`src/include/reset_ctl_map.vh`:
```
// constants for the reset and protection controller: register offsets,
// field positions, reset values, guard patterns and timing counts.
// assumes a 250 MHz clock and a 32-bit register bus.
`ifndef RESET_CTL_MAP_VH
`define RESET_CTL_MAP_VH
// ==================================================================
// register offsets (byte addresses)
`define OFF_CTRL 4'h0
`define OFF_STATUS 4'h4
`define OFF_CAUSE 4'h8
// ==================================================================
// control fields
`define CTRL_IRQ_LVL_LO 0
`define CTRL_IRQ_EN 2
`define CTRL_RST_LVL_LO 4
`define CTRL_RST_EN 6
`define CTRL_PIN_SAMPLE_OFF 8
`define CTRL_CLK_EXT 12
`define CTRL_RESET 32'h0000_0000
`define CTRL_MASK 32'h0000_1177
// ==================================================================
// cause bits: pin, watchdog, power-on, supply drop
`define CAUSE_PIN 0
`define CAUSE_WDT 1
`define CAUSE_POR 2
`define CAUSE_DROP 3
// ==================================================================
// guard word patterns kept in the dedicated flash location
`define GUARD_PAT_ONE 32'h1234_5678
`define GUARD_PAT_TWO 32'h8765_4321
`define GUARD_PAT_THREE 32'h4321_8765
`define GUARD_PAT_NOSAMPLE 32'h4E69_7370
// ==================================================================
// timing
`define CLK_PERIOD_NS 4
`define PIN_MIN_LOW_NS 50
`define PIN_MIN_LOW_CYC ((`PIN_MIN_LOW_NS + `CLK_PERIOD_NS - 1) / `CLK_PERIOD_NS)
`define OSC_SETTLE_CYC 16
`define FLASH_INIT_CYC 8
`define BOOT_ADDR 32'h0000_0000
`define RESP_OKAY 2'h0
`define RESP_SLVERR 2'h2
`endif

```
`src/rtl/settle_timer.v`:
```
// counts a fixed number of cycles while its start level is held.
// assumes start drops to restart the count.
`timescale 1ns/1ps
module settle_timer #(
  parameter WIDTH = 8,
  parameter [WIDTH-1:0] COUNT = 8'h10
) (
  input wire clock,
  input wire sys_rst,
  input wire start,
  output reg done_ff
);
  reg [WIDTH-1:0] count_ff;
  // ================================================================
  // counter, cleared whenever start falls
  always @(posedge clock) begin
    if (sys_rst || !start) begin
      count_ff <= {WIDTH{1'b0}};
      done_ff <= 1'b0;
    end else if (count_ff == COUNT - 1'b1) begin
      done_ff <= 1'b1; // sticks until start drops
    end else begin
      count_ff <= count_ff + 1'b1;
    end
  end
endmodule // settle_timer

```
`src/rtl/level_pick.v`:
```
// picks one of four supply-below comparator outputs by a 2-bit level.
// assumes comparator outputs are synchronous to the clock.
`timescale 1ns/1ps
module level_pick (
  input wire clock,
  input wire sys_rst,
  input wire [3:0] below,
  input wire [1:0] sel,
  input wire enable,
  output reg hit_ff
);
  // ================================================================
  // registered selection, gated by enable
  always @(posedge clock) begin
    if (sys_rst) begin
      hit_ff <= 1'b0;
    end else begin
      hit_ff <= enable & below[sel];
    end
  end
endmodule // level_pick

```
`src/rtl/reset_and_protection_control.v`:
```
// reset merge, boot sequencing, supply drop handling, flash read guard
// and test-port selection, with an AXI4-Lite register slave.
// assumes all inputs synchronous to clock; sys_rst comes from a
// power-on cell and outlives chip reset so cause bits survive.
`timescale 1ns/1ps
`include "reset_ctl_map.vh"
module reset_and_protection_control (
  input wire clock,
  input wire sys_rst,
  // reset sources
  input wire resetPinN,
  input wire wdtReset,
  input wire porReset,
  input wire supplyUsable,
  input wire [3:0] supplyBelow,
  // flash controller
  input wire flashReady,
  input wire [31:0] guardWord,
  input wire extClkStable,
  // outputs to the chip
  output reg chipResetN_ff,
  output reg oscStart_ff,
  output reg flashInit_ff,
  output reg guardRead_ff,
  output reg [31:0] bootAddr_ff,
  output reg clkSelExt_ff,
  output reg dropIrq_ff,
  output reg swdEnable_ff,
  output reg bscanEnable_ff,
  output reg jtagDebug_ff,
  output reg [1:0] ispMode_ff,
  output reg ispSector0Lock_ff,
  output reg ispPinSample_ff,
  output reg iapEnable_ff,
  // AXI4-Lite slave
  input wire [3:0] s_axi_awaddr,
  input wire s_axi_awvalid,
  output reg s_axi_awready,
  input wire [31:0] s_axi_wdata,
  input wire [3:0] s_axi_wstrb,
  input wire s_axi_wvalid,
  output reg s_axi_wready,
  output reg [1:0] s_axi_bresp,
  output reg s_axi_bvalid,
  input wire s_axi_bready,
  input wire [3:0] s_axi_araddr,
  input wire s_axi_arvalid,
  output reg s_axi_arready,
  output reg [31:0] s_axi_rdata,
  output reg [1:0] s_axi_rresp,
  output reg s_axi_rvalid,
  input wire s_axi_rready
);
  localparam [2:0] ST_HOLD = 3'h0;
  localparam [2:0] ST_OSC = 3'h1;
  localparam [2:0] ST_FLASH = 3'h2;
  localparam [2:0] ST_GUARD = 3'h3;
  localparam [2:0] ST_RUN = 3'h4;
  localparam integer PIN_CYC_FULL = `PIN_MIN_LOW_CYC;
  localparam [7:0] PIN_CYC = PIN_CYC_FULL[7:0];

  reg [2:0] state_ff;
  reg [2:0] nxt_state;
  reg [31:0] ctrl_ff;
  reg [3:0] cause_ff;
  reg [1:0] guardLvl_ff;
  reg pinSampleOff_ff;
  reg [7:0] pinLow_ff;
  reg [3:0] awAddr_ff;
  reg [31:0] wData_ff;
  reg [3:0] wStrb_ff;
  reg haveAw_ff;
  reg haveW_ff;
  wire dropBelow;
  wire dropReset;
  wire oscDone;
  wire flashDone;
  wire anySource;
  wire pinHold;
  wire doWrite;
  wire [31:0] mergedCtrl;
  wire [3:0] causeHit;
  wire [3:0] causeClr;

  // ================================================================
  // supply drop detection: one picker for the interrupt, one for reset
  level_pick u_irqPick (
    .clock(clock),
    .sys_rst(sys_rst),
    .below(supplyBelow),
    .sel(ctrl_ff[`CTRL_IRQ_LVL_LO+1:`CTRL_IRQ_LVL_LO]),
    .enable(1'b1),
    .hit_ff(dropBelow)
  );
  level_pick u_rstPick (
    .clock(clock),
    .sys_rst(sys_rst),
    .below(supplyBelow),
    .sel(ctrl_ff[`CTRL_RST_LVL_LO+1:`CTRL_RST_LVL_LO]),
    .enable(ctrl_ff[`CTRL_RST_EN]),
    .hit_ff(dropReset)
  );

  // ================================================================
  // reset merge; a pin low is stretched so a short pulse is never lost
  always @(posedge clock) begin
    if (sys_rst) begin
      pinLow_ff <= 8'h00;
    end else if (!resetPinN) begin
      pinLow_ff <= PIN_CYC;
    end else if (pinLow_ff != 8'h00) begin
      pinLow_ff <= pinLow_ff - 8'h01;
    end
  end
  assign pinHold = !resetPinN || (pinLow_ff != 8'h00);
  assign anySource = pinHold | wdtReset | porReset | dropReset;

  // ================================================================
  // settle timers for oscillator start and flash init
  settle_timer #(.WIDTH(8), .COUNT(`OSC_SETTLE_CYC)) u_oscTimer (
    .clock(clock),
    .sys_rst(sys_rst),
    .start(oscStart_ff),
    .done_ff(oscDone)
  );
  settle_timer #(.WIDTH(8), .COUNT(`FLASH_INIT_CYC)) u_flashTimer (
    .clock(clock),
    .sys_rst(sys_rst),
    .start(flashInit_ff),
    .done_ff(flashDone)
  );

  // ================================================================
  // boot sequencer; any source sends it back to hold at once
  always @* begin
    nxt_state = state_ff;
    case (state_ff)
      ST_HOLD: begin
        if (supplyUsable) begin
          nxt_state = ST_OSC;
        end
      end
      ST_OSC: begin
        if (oscDone) begin
          nxt_state = ST_FLASH;
        end
      end
      ST_FLASH: begin
        if (flashDone && flashReady) begin
          nxt_state = ST_GUARD;
        end
      end
      ST_GUARD: begin
        nxt_state = ST_RUN;
      end
      ST_RUN: begin
        nxt_state = ST_RUN;
      end
      default: begin
        nxt_state = ST_HOLD;
      end
    endcase
    if (anySource || !supplyUsable) begin
      nxt_state = ST_HOLD;
    end
  end

  // flash and guard requests follow the state, the oscillator request holds once set; release is last
  always @(posedge clock) begin
    if (sys_rst) begin
      state_ff <= ST_HOLD;
      oscStart_ff <= 1'b0;
      flashInit_ff <= 1'b0;
      guardRead_ff <= 1'b0;
      chipResetN_ff <= 1'b0;
      bootAddr_ff <= `BOOT_ADDR;
    end else begin
      state_ff <= nxt_state;
      // oscillator keeps running once started while the supply is usable, even across a new reset
      oscStart_ff <= oscStart_ff ? supplyUsable : (nxt_state == ST_OSC);
      flashInit_ff <= (nxt_state == ST_FLASH);
      guardRead_ff <= (nxt_state == ST_GUARD);
      chipResetN_ff <= (nxt_state == ST_RUN);
      bootAddr_ff <= `BOOT_ADDR;
    end
  end

  // ================================================================
  // guard level is latched from the flash word only during boot
  always @(posedge clock) begin
    if (sys_rst) begin
      guardLvl_ff <= 2'h0;
      pinSampleOff_ff <= 1'b0;
    end else if (state_ff == ST_GUARD) begin
      pinSampleOff_ff <= (guardWord == `GUARD_PAT_NOSAMPLE);
      if (guardWord == `GUARD_PAT_ONE) begin
        guardLvl_ff <= 2'h1;
      end else if (guardWord == `GUARD_PAT_TWO) begin
        guardLvl_ff <= 2'h2;
      end else if (guardWord == `GUARD_PAT_THREE) begin
        guardLvl_ff <= 2'h3;
      end else begin
        guardLvl_ff <= 2'h0; // any other word leaves the part open
      end
    end
  end

  // ================================================================
  // access gating and test-port selection
  always @(posedge clock) begin
    if (sys_rst) begin
      swdEnable_ff <= 1'b0;
      bscanEnable_ff <= 1'b0;
      jtagDebug_ff <= 1'b0;
      ispMode_ff <= 2'h0;
      ispSector0Lock_ff <= 1'b0;
      ispPinSample_ff <= 1'b0;
      iapEnable_ff <= 1'b0;
    end else begin
      // pin level picks the port; wire debug needs the part out of reset
      bscanEnable_ff <= !resetPinN;
      swdEnable_ff <= resetPinN && chipResetN_ff && (guardLvl_ff == 2'h0);
      jtagDebug_ff <= 1'b0;
      ispMode_ff <= guardLvl_ff;
      ispSector0Lock_ff <= (guardLvl_ff == 2'h1);
      ispPinSample_ff <= (guardLvl_ff != 2'h3) && !pinSampleOff_ff
        && !ctrl_ff[`CTRL_PIN_SAMPLE_OFF];
      iapEnable_ff <= 1'b1;
    end
  end

  // ================================================================
  // interrupt request and clock selection
  always @(posedge clock) begin
    if (sys_rst) begin
      dropIrq_ff <= 1'b0;
      clkSelExt_ff <= 1'b0;
    end else begin
      dropIrq_ff <= dropBelow && ctrl_ff[`CTRL_IRQ_EN];
      // fast oscillator is selected while chip reset is held; the control bit survives it
      if (!chipResetN_ff) begin
        clkSelExt_ff <= 1'b0;
      end else begin
        // software must have waited for stability; refuse otherwise
        clkSelExt_ff <= ctrl_ff[`CTRL_CLK_EXT] && extClkStable;
      end
    end
  end

  // ================================================================
  // AXI4-Lite write path: address and data taken in either order
  assign doWrite = haveAw_ff && haveW_ff && !s_axi_bvalid;
  assign mergedCtrl = {{8{wStrb_ff[3]}}, {8{wStrb_ff[2]}}, {8{wStrb_ff[1]}},
    {8{wStrb_ff[0]}}} & wData_ff | ~{{8{wStrb_ff[3]}}, {8{wStrb_ff[2]}},
    {8{wStrb_ff[1]}}, {8{wStrb_ff[0]}}} & ctrl_ff;
  always @(posedge clock) begin
    if (sys_rst) begin
      s_axi_awready <= 1'b0;
      s_axi_wready <= 1'b0;
      s_axi_bvalid <= 1'b0;
      s_axi_bresp <= `RESP_OKAY;
      haveAw_ff <= 1'b0;
      haveW_ff <= 1'b0;
      awAddr_ff <= 4'h0;
      wData_ff <= 32'h0000_0000;
      wStrb_ff <= 4'h0;
    end else begin
      s_axi_awready <= !haveAw_ff && !s_axi_awready && s_axi_awvalid;
      s_axi_wready <= !haveW_ff && !s_axi_wready && s_axi_wvalid;
      if (s_axi_awvalid && s_axi_awready) begin
        haveAw_ff <= 1'b1;
        awAddr_ff <= s_axi_awaddr;
      end
      if (s_axi_wvalid && s_axi_wready) begin
        haveW_ff <= 1'b1;
        wData_ff <= s_axi_wdata;
        wStrb_ff <= s_axi_wstrb;
      end
      if (doWrite) begin
        s_axi_bvalid <= 1'b1;
        s_axi_bresp <= (awAddr_ff == `OFF_CTRL || awAddr_ff == `OFF_CAUSE) ?
          `RESP_OKAY : `RESP_SLVERR;
      end else if (s_axi_bvalid && s_axi_bready) begin
        s_axi_bvalid <= 1'b0;
        haveAw_ff <= 1'b0;
        haveW_ff <= 1'b0;
      end
    end
  end

  // control register
  always @(posedge clock) begin
    if (sys_rst) begin
      ctrl_ff <= `CTRL_RESET;
    end else if (doWrite && awAddr_ff == `OFF_CTRL) begin
      ctrl_ff <= mergedCtrl & `CTRL_MASK;
    end
  end

  // cause flags: a new event wins over a write-one clear
  assign causeHit = {dropReset, porReset, wdtReset, pinHold};
  assign causeClr = (doWrite && awAddr_ff == `OFF_CAUSE && wStrb_ff[0]) ?
    wData_ff[3:0] : 4'h0;
  always @(posedge clock) begin
    if (sys_rst) begin
      cause_ff <= 4'h0;
    end else begin
      cause_ff <= (cause_ff & ~causeClr) | causeHit;
    end
  end

  // ================================================================
  // AXI4-Lite read path; data registered one cycle after the address
  always @(posedge clock) begin
    if (sys_rst) begin
      s_axi_arready <= 1'b0;
      s_axi_rvalid <= 1'b0;
      s_axi_rdata <= 32'h0000_0000;
      s_axi_rresp <= `RESP_OKAY;
    end else begin
      s_axi_arready <= !s_axi_rvalid && !s_axi_arready && s_axi_arvalid;
      if (s_axi_arvalid && s_axi_arready) begin
        s_axi_rvalid <= 1'b1;
        s_axi_rresp <= `RESP_OKAY;
        case (s_axi_araddr)
          `OFF_CTRL: begin
            s_axi_rdata <= ctrl_ff;
          end
          `OFF_STATUS: begin
            s_axi_rdata <= {20'h00000, 1'b0, state_ff, 2'h0, guardLvl_ff,
              1'b0, clkSelExt_ff, chipResetN_ff, dropBelow};
          end
          `OFF_CAUSE: begin
            s_axi_rdata <= {28'h0000000, cause_ff};
          end
          default: begin
            s_axi_rdata <= 32'h0000_0000;
            s_axi_rresp <= `RESP_SLVERR;
          end
        endcase
      end else if (s_axi_rvalid && s_axi_rready) begin
        s_axi_rvalid <= 1'b0;
      end
    end
  end
endmodule // reset_and_protection_control

```
`config.mk`:
```
export PLATFORM = sky130hd
export DESIGN_NAME = reset_and_protection_control
export DESIGN_NICKNAME = d
export VERILOG_FILES = /design/src/rtl/settle_timer.v /design/src/rtl/level_pick.v /design/src/rtl/reset_and_protection_control.v
export VERILOG_INCLUDE_DIRS = /design/src /design/src/include
export SDC_FILE = /design/constraint.sdc
export NUM_CORES = 1
export LEC_CHECK = 0
export BUFFER_PORTS_ARGS = -buffer_cell sky130_fd_sc_hd__buf_2
export CAP_MARGIN = 0
export CORE_MARGIN = 3
export CORE_UTILIZATION = 24
export CTS_BUF_LIST = sky130_fd_sc_hd__clkbuf_16
export DETAILED_ROUTE_END_ITERATION = 16
export SETUP_SLACK_MARGIN = 0.15
export SKIP_LAST_GASP = 1
export SLEW_MARGIN = 20
export SYNTH_ARGS = -nofsm -noshare
export SYNTH_HDL_FRONTEND = slang
export SYNTH_SLANG_ARGS = --single-unit
```
`constraint.sdc`:
```
create_clock -name clock -period 2 [get_ports clock]
set_clock_uncertainty 0.15 [all_clocks]
set_input_delay 0.3 -clock clock [delete_from_list [all_inputs] [get_ports clock]]
set_output_delay 0.3 -clock clock [all_outputs]
set_load 0.02 [all_outputs]
```
==> impl_metrics.tcl, run 1 <==
set metrics [dict create \
    status "finished clean" \
    wl_um 10700 \
    drc 0 \
    synth_ff_type "dfxtp_1" \
    wl_per_cell_um 12.9 \
    synth.avg_cell_area_um2 8.85 \
    clock_power_share_pct 39.0 \
    overflow 0 \
    gr-usage-met1_pct 14.9 \
    slew_viol_final 0 \
    first_iter_violations 165 \
    ios 180 \
    area_growth_pct 21.2 \
    synth_edf_count 0 \
    netlist_area_mm2 0.00430 \
    grt_max_degree 46 \
    rows 48 \
    grtUsageMet3_pct 2.59 \
    power.density_mw_per_mm2 744 \
    busiest_layer "met2" \
    fin_cells 831 \
    cts_buffer_depth 2 \
    whs_ns 0.0217 \
    cts_root_buf "clkbuf_16" \
    cp_top_family "simple AND/OR/NAND/NOR gates" \
    ys_ff_latch 94 \
    crit_top_cell "nand3b_1" \
    io_buffers 98 \
    grt_pass1_wl_um 17000 \
    crit_fanout 3 \
    yosys.area.top_type "dfxtp_1" \
    critPathKind "reg -> reg" \
    p_leak_nw 2.21 \
    die-area_mm2 0.0196 \
    arrival_ns 1.83 \
    grt_antenna_before_repair 0 \
    hp-class "in -> reg" \
    ys_warn_count 0 \
    clock_sinks 94 \
    clk-insertion-delay-late_ns 0.33 \
    first_pass_iters 4 \
    finalSetupTns_ns 0 \
    grt_pass1_vias 3287 \
    ys_seq_area_share_pct 43.7 \
    cts_buffers 9 \
    track_usage_pct 10.8 \
    p_switching_uw 994 \
    detail-route-antenna-nets 0 \
    yosysTopAreaCellShare_pct 43.7 \
    dr_total_vias 3522 \
    fill_cells 1871 \
    core_area_mm2 0.0174 \
    clk_pin_slew_ns 0.06 \
    min_period_ns 1.78 \
    cts_tree "built" \
    end_kind "register" \
    required_ns 2.05 \
    dp_slack_ns 0.0930 \
    crit_buf_inv 1 \
    antenna_cells 0 \
    place_hpwl_um 8500 \
    fmax_mhz 562 \
    relSlewSlack_pct 61.2 \
    grtUsageMet2_pct 17.1 \
    ir_drop_mv 0.400 \
    cp_slowest_cell "nor4_4" \
    synth_area_leaders "dfxtp_1 (44%), buf_4 (9.8%), nand2_1 (5.0%), nor2_1 (4.9%), a21oi_1 (4.1%)" \
    place_inst 809 \
    final_nets 698 \
    worst_slack_ns 0.221 \
    drive_gt1_share_pct 23.6 \
    synth_cell_types 55 \
    switching_share_pct 25.6 \
    cpPeakStageDelay_ns 0.37 \
    cp-start-kind "register" \
    gp_congestion 0.777 \
    worst_slew_pin_slew_ns 0.574 \
    viasPerCell 4.24 \
    setup_viol 0 \
    rsz0062_at_grt "yes" \
    h-tree-depth 3 \
    die_x_um 140 \
    seq_power_share_pct 50.3 \
    path_cells "nand3b_1, nor4_4, buf_4, nand3b_1, mux2i_1, nor2_1" \
    start_util_pct 24.7 \
    maxCapViolations 0 \
    die_y_um 140 \
    comb_power_share_pct 10.8 \
    final_hold_viol_count 0 \
    async_flop_share_pct 0 \
    syn_inst 486 \
    p_int_mw 2.89 \
    fin_crit_sh_pct 88.9 \
]
state kept, by name, indices dropped and copies added (netlist names), 2 cells and up, named ones only:
signal and flops:
s_axi_rdata 11, wData_ff 9, pinLow_ff 8, u_flashTimer.count_ff 8, u_oscTimer.count_ff 8, awAddr_ff 4
cause_ff 4, state_ff 3, guardLvl_ff 2, ispMode_ff 2, wStrb_ff 2
metrics by stage:
step | area [um^2] | util [%] | power [mW]
after floorplan | 4510 | - | 2.34
after global placement | 4880 | 28.0 | 2.39
after detailed placement | 4880 | 28.0 | 2.39
after CTS | 5140 | 29.5 | 3.91
after global routing | 5220 | 29.9 | 4.05
final | 5220 | 29.9 | 3.88
Yosys cell counts (5+ instances only):
cell / instances
clkbuf_1: 8
nand4_1: 5
inv_1: 7
nand3_1: 19
xnor2_1: 5
nor2_1: 56
nor3_1: 10
nand4b_1: 5
a22oi_1: 6
nor4b_1: 6
nand2_1: 57
or3_1: 5
dfxtp_1: 94
a21oi_1: 35
buf_4: 56
nor2b_1: 5
mux2i_1: 15
and2_1: 5
and3_1: 5
xor2_1: 12
o21ai_0: 9
metal layers:
metal	routed length (um)	part of all wire, %
met2	4930	46
met1	5140	48
met5	0	0
met3	591	5.5
met4	67	0.62
path summary, 6_finish.rpt:
| path | start | endpoint | slack [ns] | cells after the start |
|---|---|---|---|---|
| max | s_axi_bvalid | register | 0.22 | 6 |
| min | s_axi_bready | haveAw_ff | 0.02 | 2 |
| max reg2reg | s_axi_bvalid | register | 0.22 | 6 |
| min reg2reg | pinSampleOff_ff | ispPinSample_ff | 0.27 | 1 |
power groups by stage:
stage / logic (mW) / registers (mW) / clock network, mW
global route: 0.465 / 1.96 / 1.62
floorplan: 0.342 / 2.00 / 0
finish: 0.417 / 1.95 / 1.51
CTS: 0.402 / 1.95 / 1.56
detailed placement: 0.401 / 1.99 / 0
global placement: 0.397 / 1.99 / 0
cell usage in the layout, fill, tap and decap left out, drive strengths merged, types with 7 or more instances in the layout:
cell type and instances:
nor4b 7, mux2i 15, nand3 19, buf 116, conb 56, nor3 11, inv 9, a21oi 35
nor2 56, nand2 57, dfxtp 94, clkbuf 9, xor2 12, o21ai 9
kinds of logic (layout without fill, tap and decap cells):
| family | count (synthesis) | after routing | share of synthesized area (%) |
|---|---|---|---|
| simple gates | 210 | 210 | 25.6 |
| buf+inv | 75 | 140 | 12.0 |
| fa+ha+maj | 4 | 4 | 1.16 |
| xor+xnor | 17 | 17 | 3.46 |
| compound gates | 68 | 68 | 9.71 |
| mux | 17 | 17 | 4.27 |
| other cells | 1 | 56 | 0.0872 |
| flops | 94 | 94 | 43.7 |
cell type report:
cell class | count | area (um^2) | share of cell area, %
clock buffer | 9 | 225 | 4.32
clock inverter | 7 | 33.8 | 0.648
inverter | 8 | 30.0 | 0.576
multi-input combinational | 372 | 2130 | 40.9
sequential | 94 | 1890 | 36.2
tap | 225 | 282 | 5.40
timing repair buffer | 116 | 626 | 12.0
what timing repair did:
item                                    4_1_cts  5_1_grt
hold buffers                                  0        0
gates resized for setup                       0        6
buffers inserted                              0        6
endpoints found under the hold margin         0        0
endpoints found under the setup margin        0       12
(Power assumes the default switching activity.)
==> inputs of run 2 (changes only) <==
--- a/config.mk
+++ b/config.mk
@@ -6,6 +6,7 @@
 export SDC_FILE = /design/constraint.sdc
 export NUM_CORES = 1
 export LEC_CHECK = 0
+export ABC_AREA = 1
 export BUFFER_PORTS_ARGS = -buffer_cell sky130_fd_sc_hd__buf_2
 export CAP_MARGIN = 0
 export CORE_MARGIN = 3
==> run 2 against run 1 <==
  * Core utilization decreased by 0.81 points
  * Final area increased by 5.5%
  * Critical path depth increased by 3
  * Combinational power increased by 17%
  * Via count increased by 13%
  * Fmax increased by 9.0%
  * Synthesized cell count increased by 34%
  * Area after synthesis increased by 8.3%
  * Total power increased by 3.6%
  * Non-clock buffer count decreased by 15
  * Register-to-register slack improved by 0.15 ns
  * Flip-flop and latch count unchanged
==> impl_metrics.tcl, run 2 <==
set metrics [dict create \
    synth_ff_type "dfxtp_1" \
    yosysTopAreaCellShare_pct 40.4 \
    final_hold_viol_count 0 \
    grt_antenna_before_repair 1 \
    place_hpwl_um 8700 \
    post-route-util_pct 29.1 \
    clk_pin_slew_ns 0.07 \
    crit_fanout 8 \
    first_iter_violations 123 \
    dr_total_vias 3984 \
    critPathKind "reg -> reg" \
    final_common_cell "nand2_1" \
    die_x_um 145 \
    hp-class "in -> reg" \
    synth.avg_cell_area_um2 7.18 \
    post_cts_resized 0 \
    ys_ff_latch 94 \
    crit_top_cell "nand2_1" \
    synth_cell_types 41 \
    power.density_mw_per_mm2 731 \
    overflow 0 \
    grt_pass1_vias 3693 \
    dr_wl_met2_um 5270 \
    first_pass_iters 4 \
    cts_buffers 9 \
    min-delay-start "s_axi_awvalid" \
    finalSetupTns_ns 0 \
    cts_buffer_depth 2 \
    gp_congestion 0.808 \
    path_cells "inv_1, ha_1, nand3_4, nor2_8, nand3_2, a21oi_2, nor2_1, nand2_1, nand2_1" \
    cp-start-kind "register" \
    required_ns 2.10 \
    grt_max_degree 39 \
    fin_crit_sh_pct 81.6 \
    viasPerCell 3.93 \
    largest_register_ffs 11 \
    cts_root_buf "clkbuf_16" \
    slew_viol_final 0 \
    rsz0062_at_grt "no" \
    layout_common_cells "nand2_1 (116), buf_2 (98), nor2_1 (96)" \
    highest_layer "met5" \
    netlist_top_cells_count "nand2_1 (116), nor2_1 (96), dfxtp_1 (94), inv_1 (79), buf_4 (57)" \
    ios 180 \
    postCtsSetupRepairBufs 0 \
    die-area_mm2 0.0211 \
    ys_seq_area_share_pct 40.4 \
    cpPeakStageDelay_ns 0.31 \
    io_buffers 98 \
    syn_inst 649 \
    start_util_pct 24.7 \
    yosys.area.top_type "dfxtp_1" \
    timing.rr.end "oscStart_ff" \
    netlist_area_mm2 0.00466 \
    ir_drop_mv 0.458 \
    finalPower_mw 4.02 \
    die_y_um 145 \
    wl_per_cell_um 10.8 \
    largest-register "s_axi_rdata" \
    arrival_ns 1.73 \
    ys_warn_count 0 \
    cts_tree "built" \
    status "finished clean" \
    async_flop_share_pct 0 \
    cp_slowest_cell "dfxtp_1" \
    wl_um 10900 \
    final_nets 847 \
    clock_sinks 94 \
    met1_length_um 5010 \
    synth_edf_count 0 \
    worst_slew_pin_slew_ns 0.504 \
    drc 0 \
    hold_depth 3 \
    worst_slack_ns 0.368 \
    p_leak_nw 2.49 \
    synth_area_leaders "dfxtp_1 (40%), nand2_1 (9.3%), buf_4 (9.2%), nor2_1 (7.7%), inv_1 (6.4%)" \
    h-tree-depth 3 \
    reg2reg_slack_ns 0.37 \
    dp_slack_ns 0.384 \
    core_area_mm2 0.0189 \
    area_growth_pct 18.1 \
    rows 50 \
    antenna_cells 0 \
    min_period_ns 1.63 \
    detail-route-antenna-nets 0 \
    clk-insertion-delay-late_ns 0.35 \
    fill_cells 2108 \
    end_kind "register" \
    routed-wl-met3_um 529 \
    setup_viol 0 \
    r2r_cells 9 \
    reg_top3 "s_axi_rdata x11, wData_ff x9" \
    track_usage_pct 10.4 \
    drive_gt1_share_pct 19.3 \
    fmax_mhz 613 \
    whs_endpoint "s_axi_awready" \
    whs_ns 0.0348 \
    synth.most_common_cell "nand2_1" \
    cts_hold_buffers 0 \
    maxCapViolations 0 \
    grt_pass1_wl_um 17800 \
    worstReg2RegStart "pinLow_ff[0]" \
    relSlewSlack_pct 66.3 \
]
## run 2: changes by cell type after synthesis, moves of 7 or more
cell     change
inv_2        +8
o21ai_0     +28
o21ai_1     +13
inv_1       +72
mux2i_1     -15
nand2_1     +59
a21oi_1     +12
nor2_1      +40
nor2_2       +7
## run 2: through the flow
step / instance area (um^2) / instances
CTS: 5500 / 1015
global placement: 5240 / 999
floorplan: 4870 / 704
detailed placement: 5240 / 999
global route: 5500 / 1015
finish: 5500 / 1015
## run 2: how the worst max path moves through the flow
stage | start | endpoint | slack, ns
after global placement | pinLow_ff[0] | oscStart_ff | 0.39
after floorplan | pinLow_ff[0] | oscStart_ff | 0.52
final | pinLow_ff[0] | oscStart_ff | 0.37
after CTS | pinLow_ff[0] | oscStart_ff | 0.36
after global routing | pinLow_ff[0] | oscStart_ff | 0.21
after detailed placement | pinLow_ff[0] | oscStart_ff | 0.38
## run 2: routing by layer
metal	track usage [%]	vias to the layer above
met5	0	-
met4	2.56	2
li1	-	2149
met3	3.49	10
met1	12.6	1749
met2	17.6	74
## run 2: final cells by class
| class | count | area, um^2 | area share, % |
|---|---|---|---|
| Tap cell | 260 | 325 | 5.91 |
| Sequential cell | 94 | 1880 | 34.2 |
| Multi-Input combinational cell | 456 | 2190 | 39.7 |
| Clock inverter | 7 | 42.5 | 0.773 |
| Clock buffer | 9 | 225 | 4.09 |
| Inverter | 88 | 330 | 6.00 |
| Timing Repair Buffer | 101 | 513 | 9.32 |
## run 2: cells by family (layout without fill, tap and decap cells)
kind of cell | Yosys count | in the layout | synth area share (%)
flip-flops | 94 | 94 | 40.4
AO/OA/AOI/OAI | 107 | 107 | 12.0
adder cells (fa/ha/maj) | 4 | 4 | 1.07
buffers and inverters | 154 | 205 | 17.2
AND/OR/NAND/NOR | 278 | 278 | 27.3
XOR/XNOR | 11 | 11 | 2.07
other | 1 | 56 | 0.0804
## run 2: worst max-delay path, delay by kind of cell (launching register included)
| family | cells | cell delay (ns) |
|---|---|---|
| AO/OA/AOI/OAI | 1 | 0.17 |
| AND/OR/NAND/NOR | 6 | 0.58 |
| flip-flops | 1 | 0.31 |
| buffers and inverters | 1 | 0.11 |
| adder cells (fa/ha/maj) | 1 | 0.21 |
## run 2: power by group
part           switching, mW  internal [mW]
clock                  0.740          0.834
combinational          0.331          0.157
sequential            0.0367           1.92
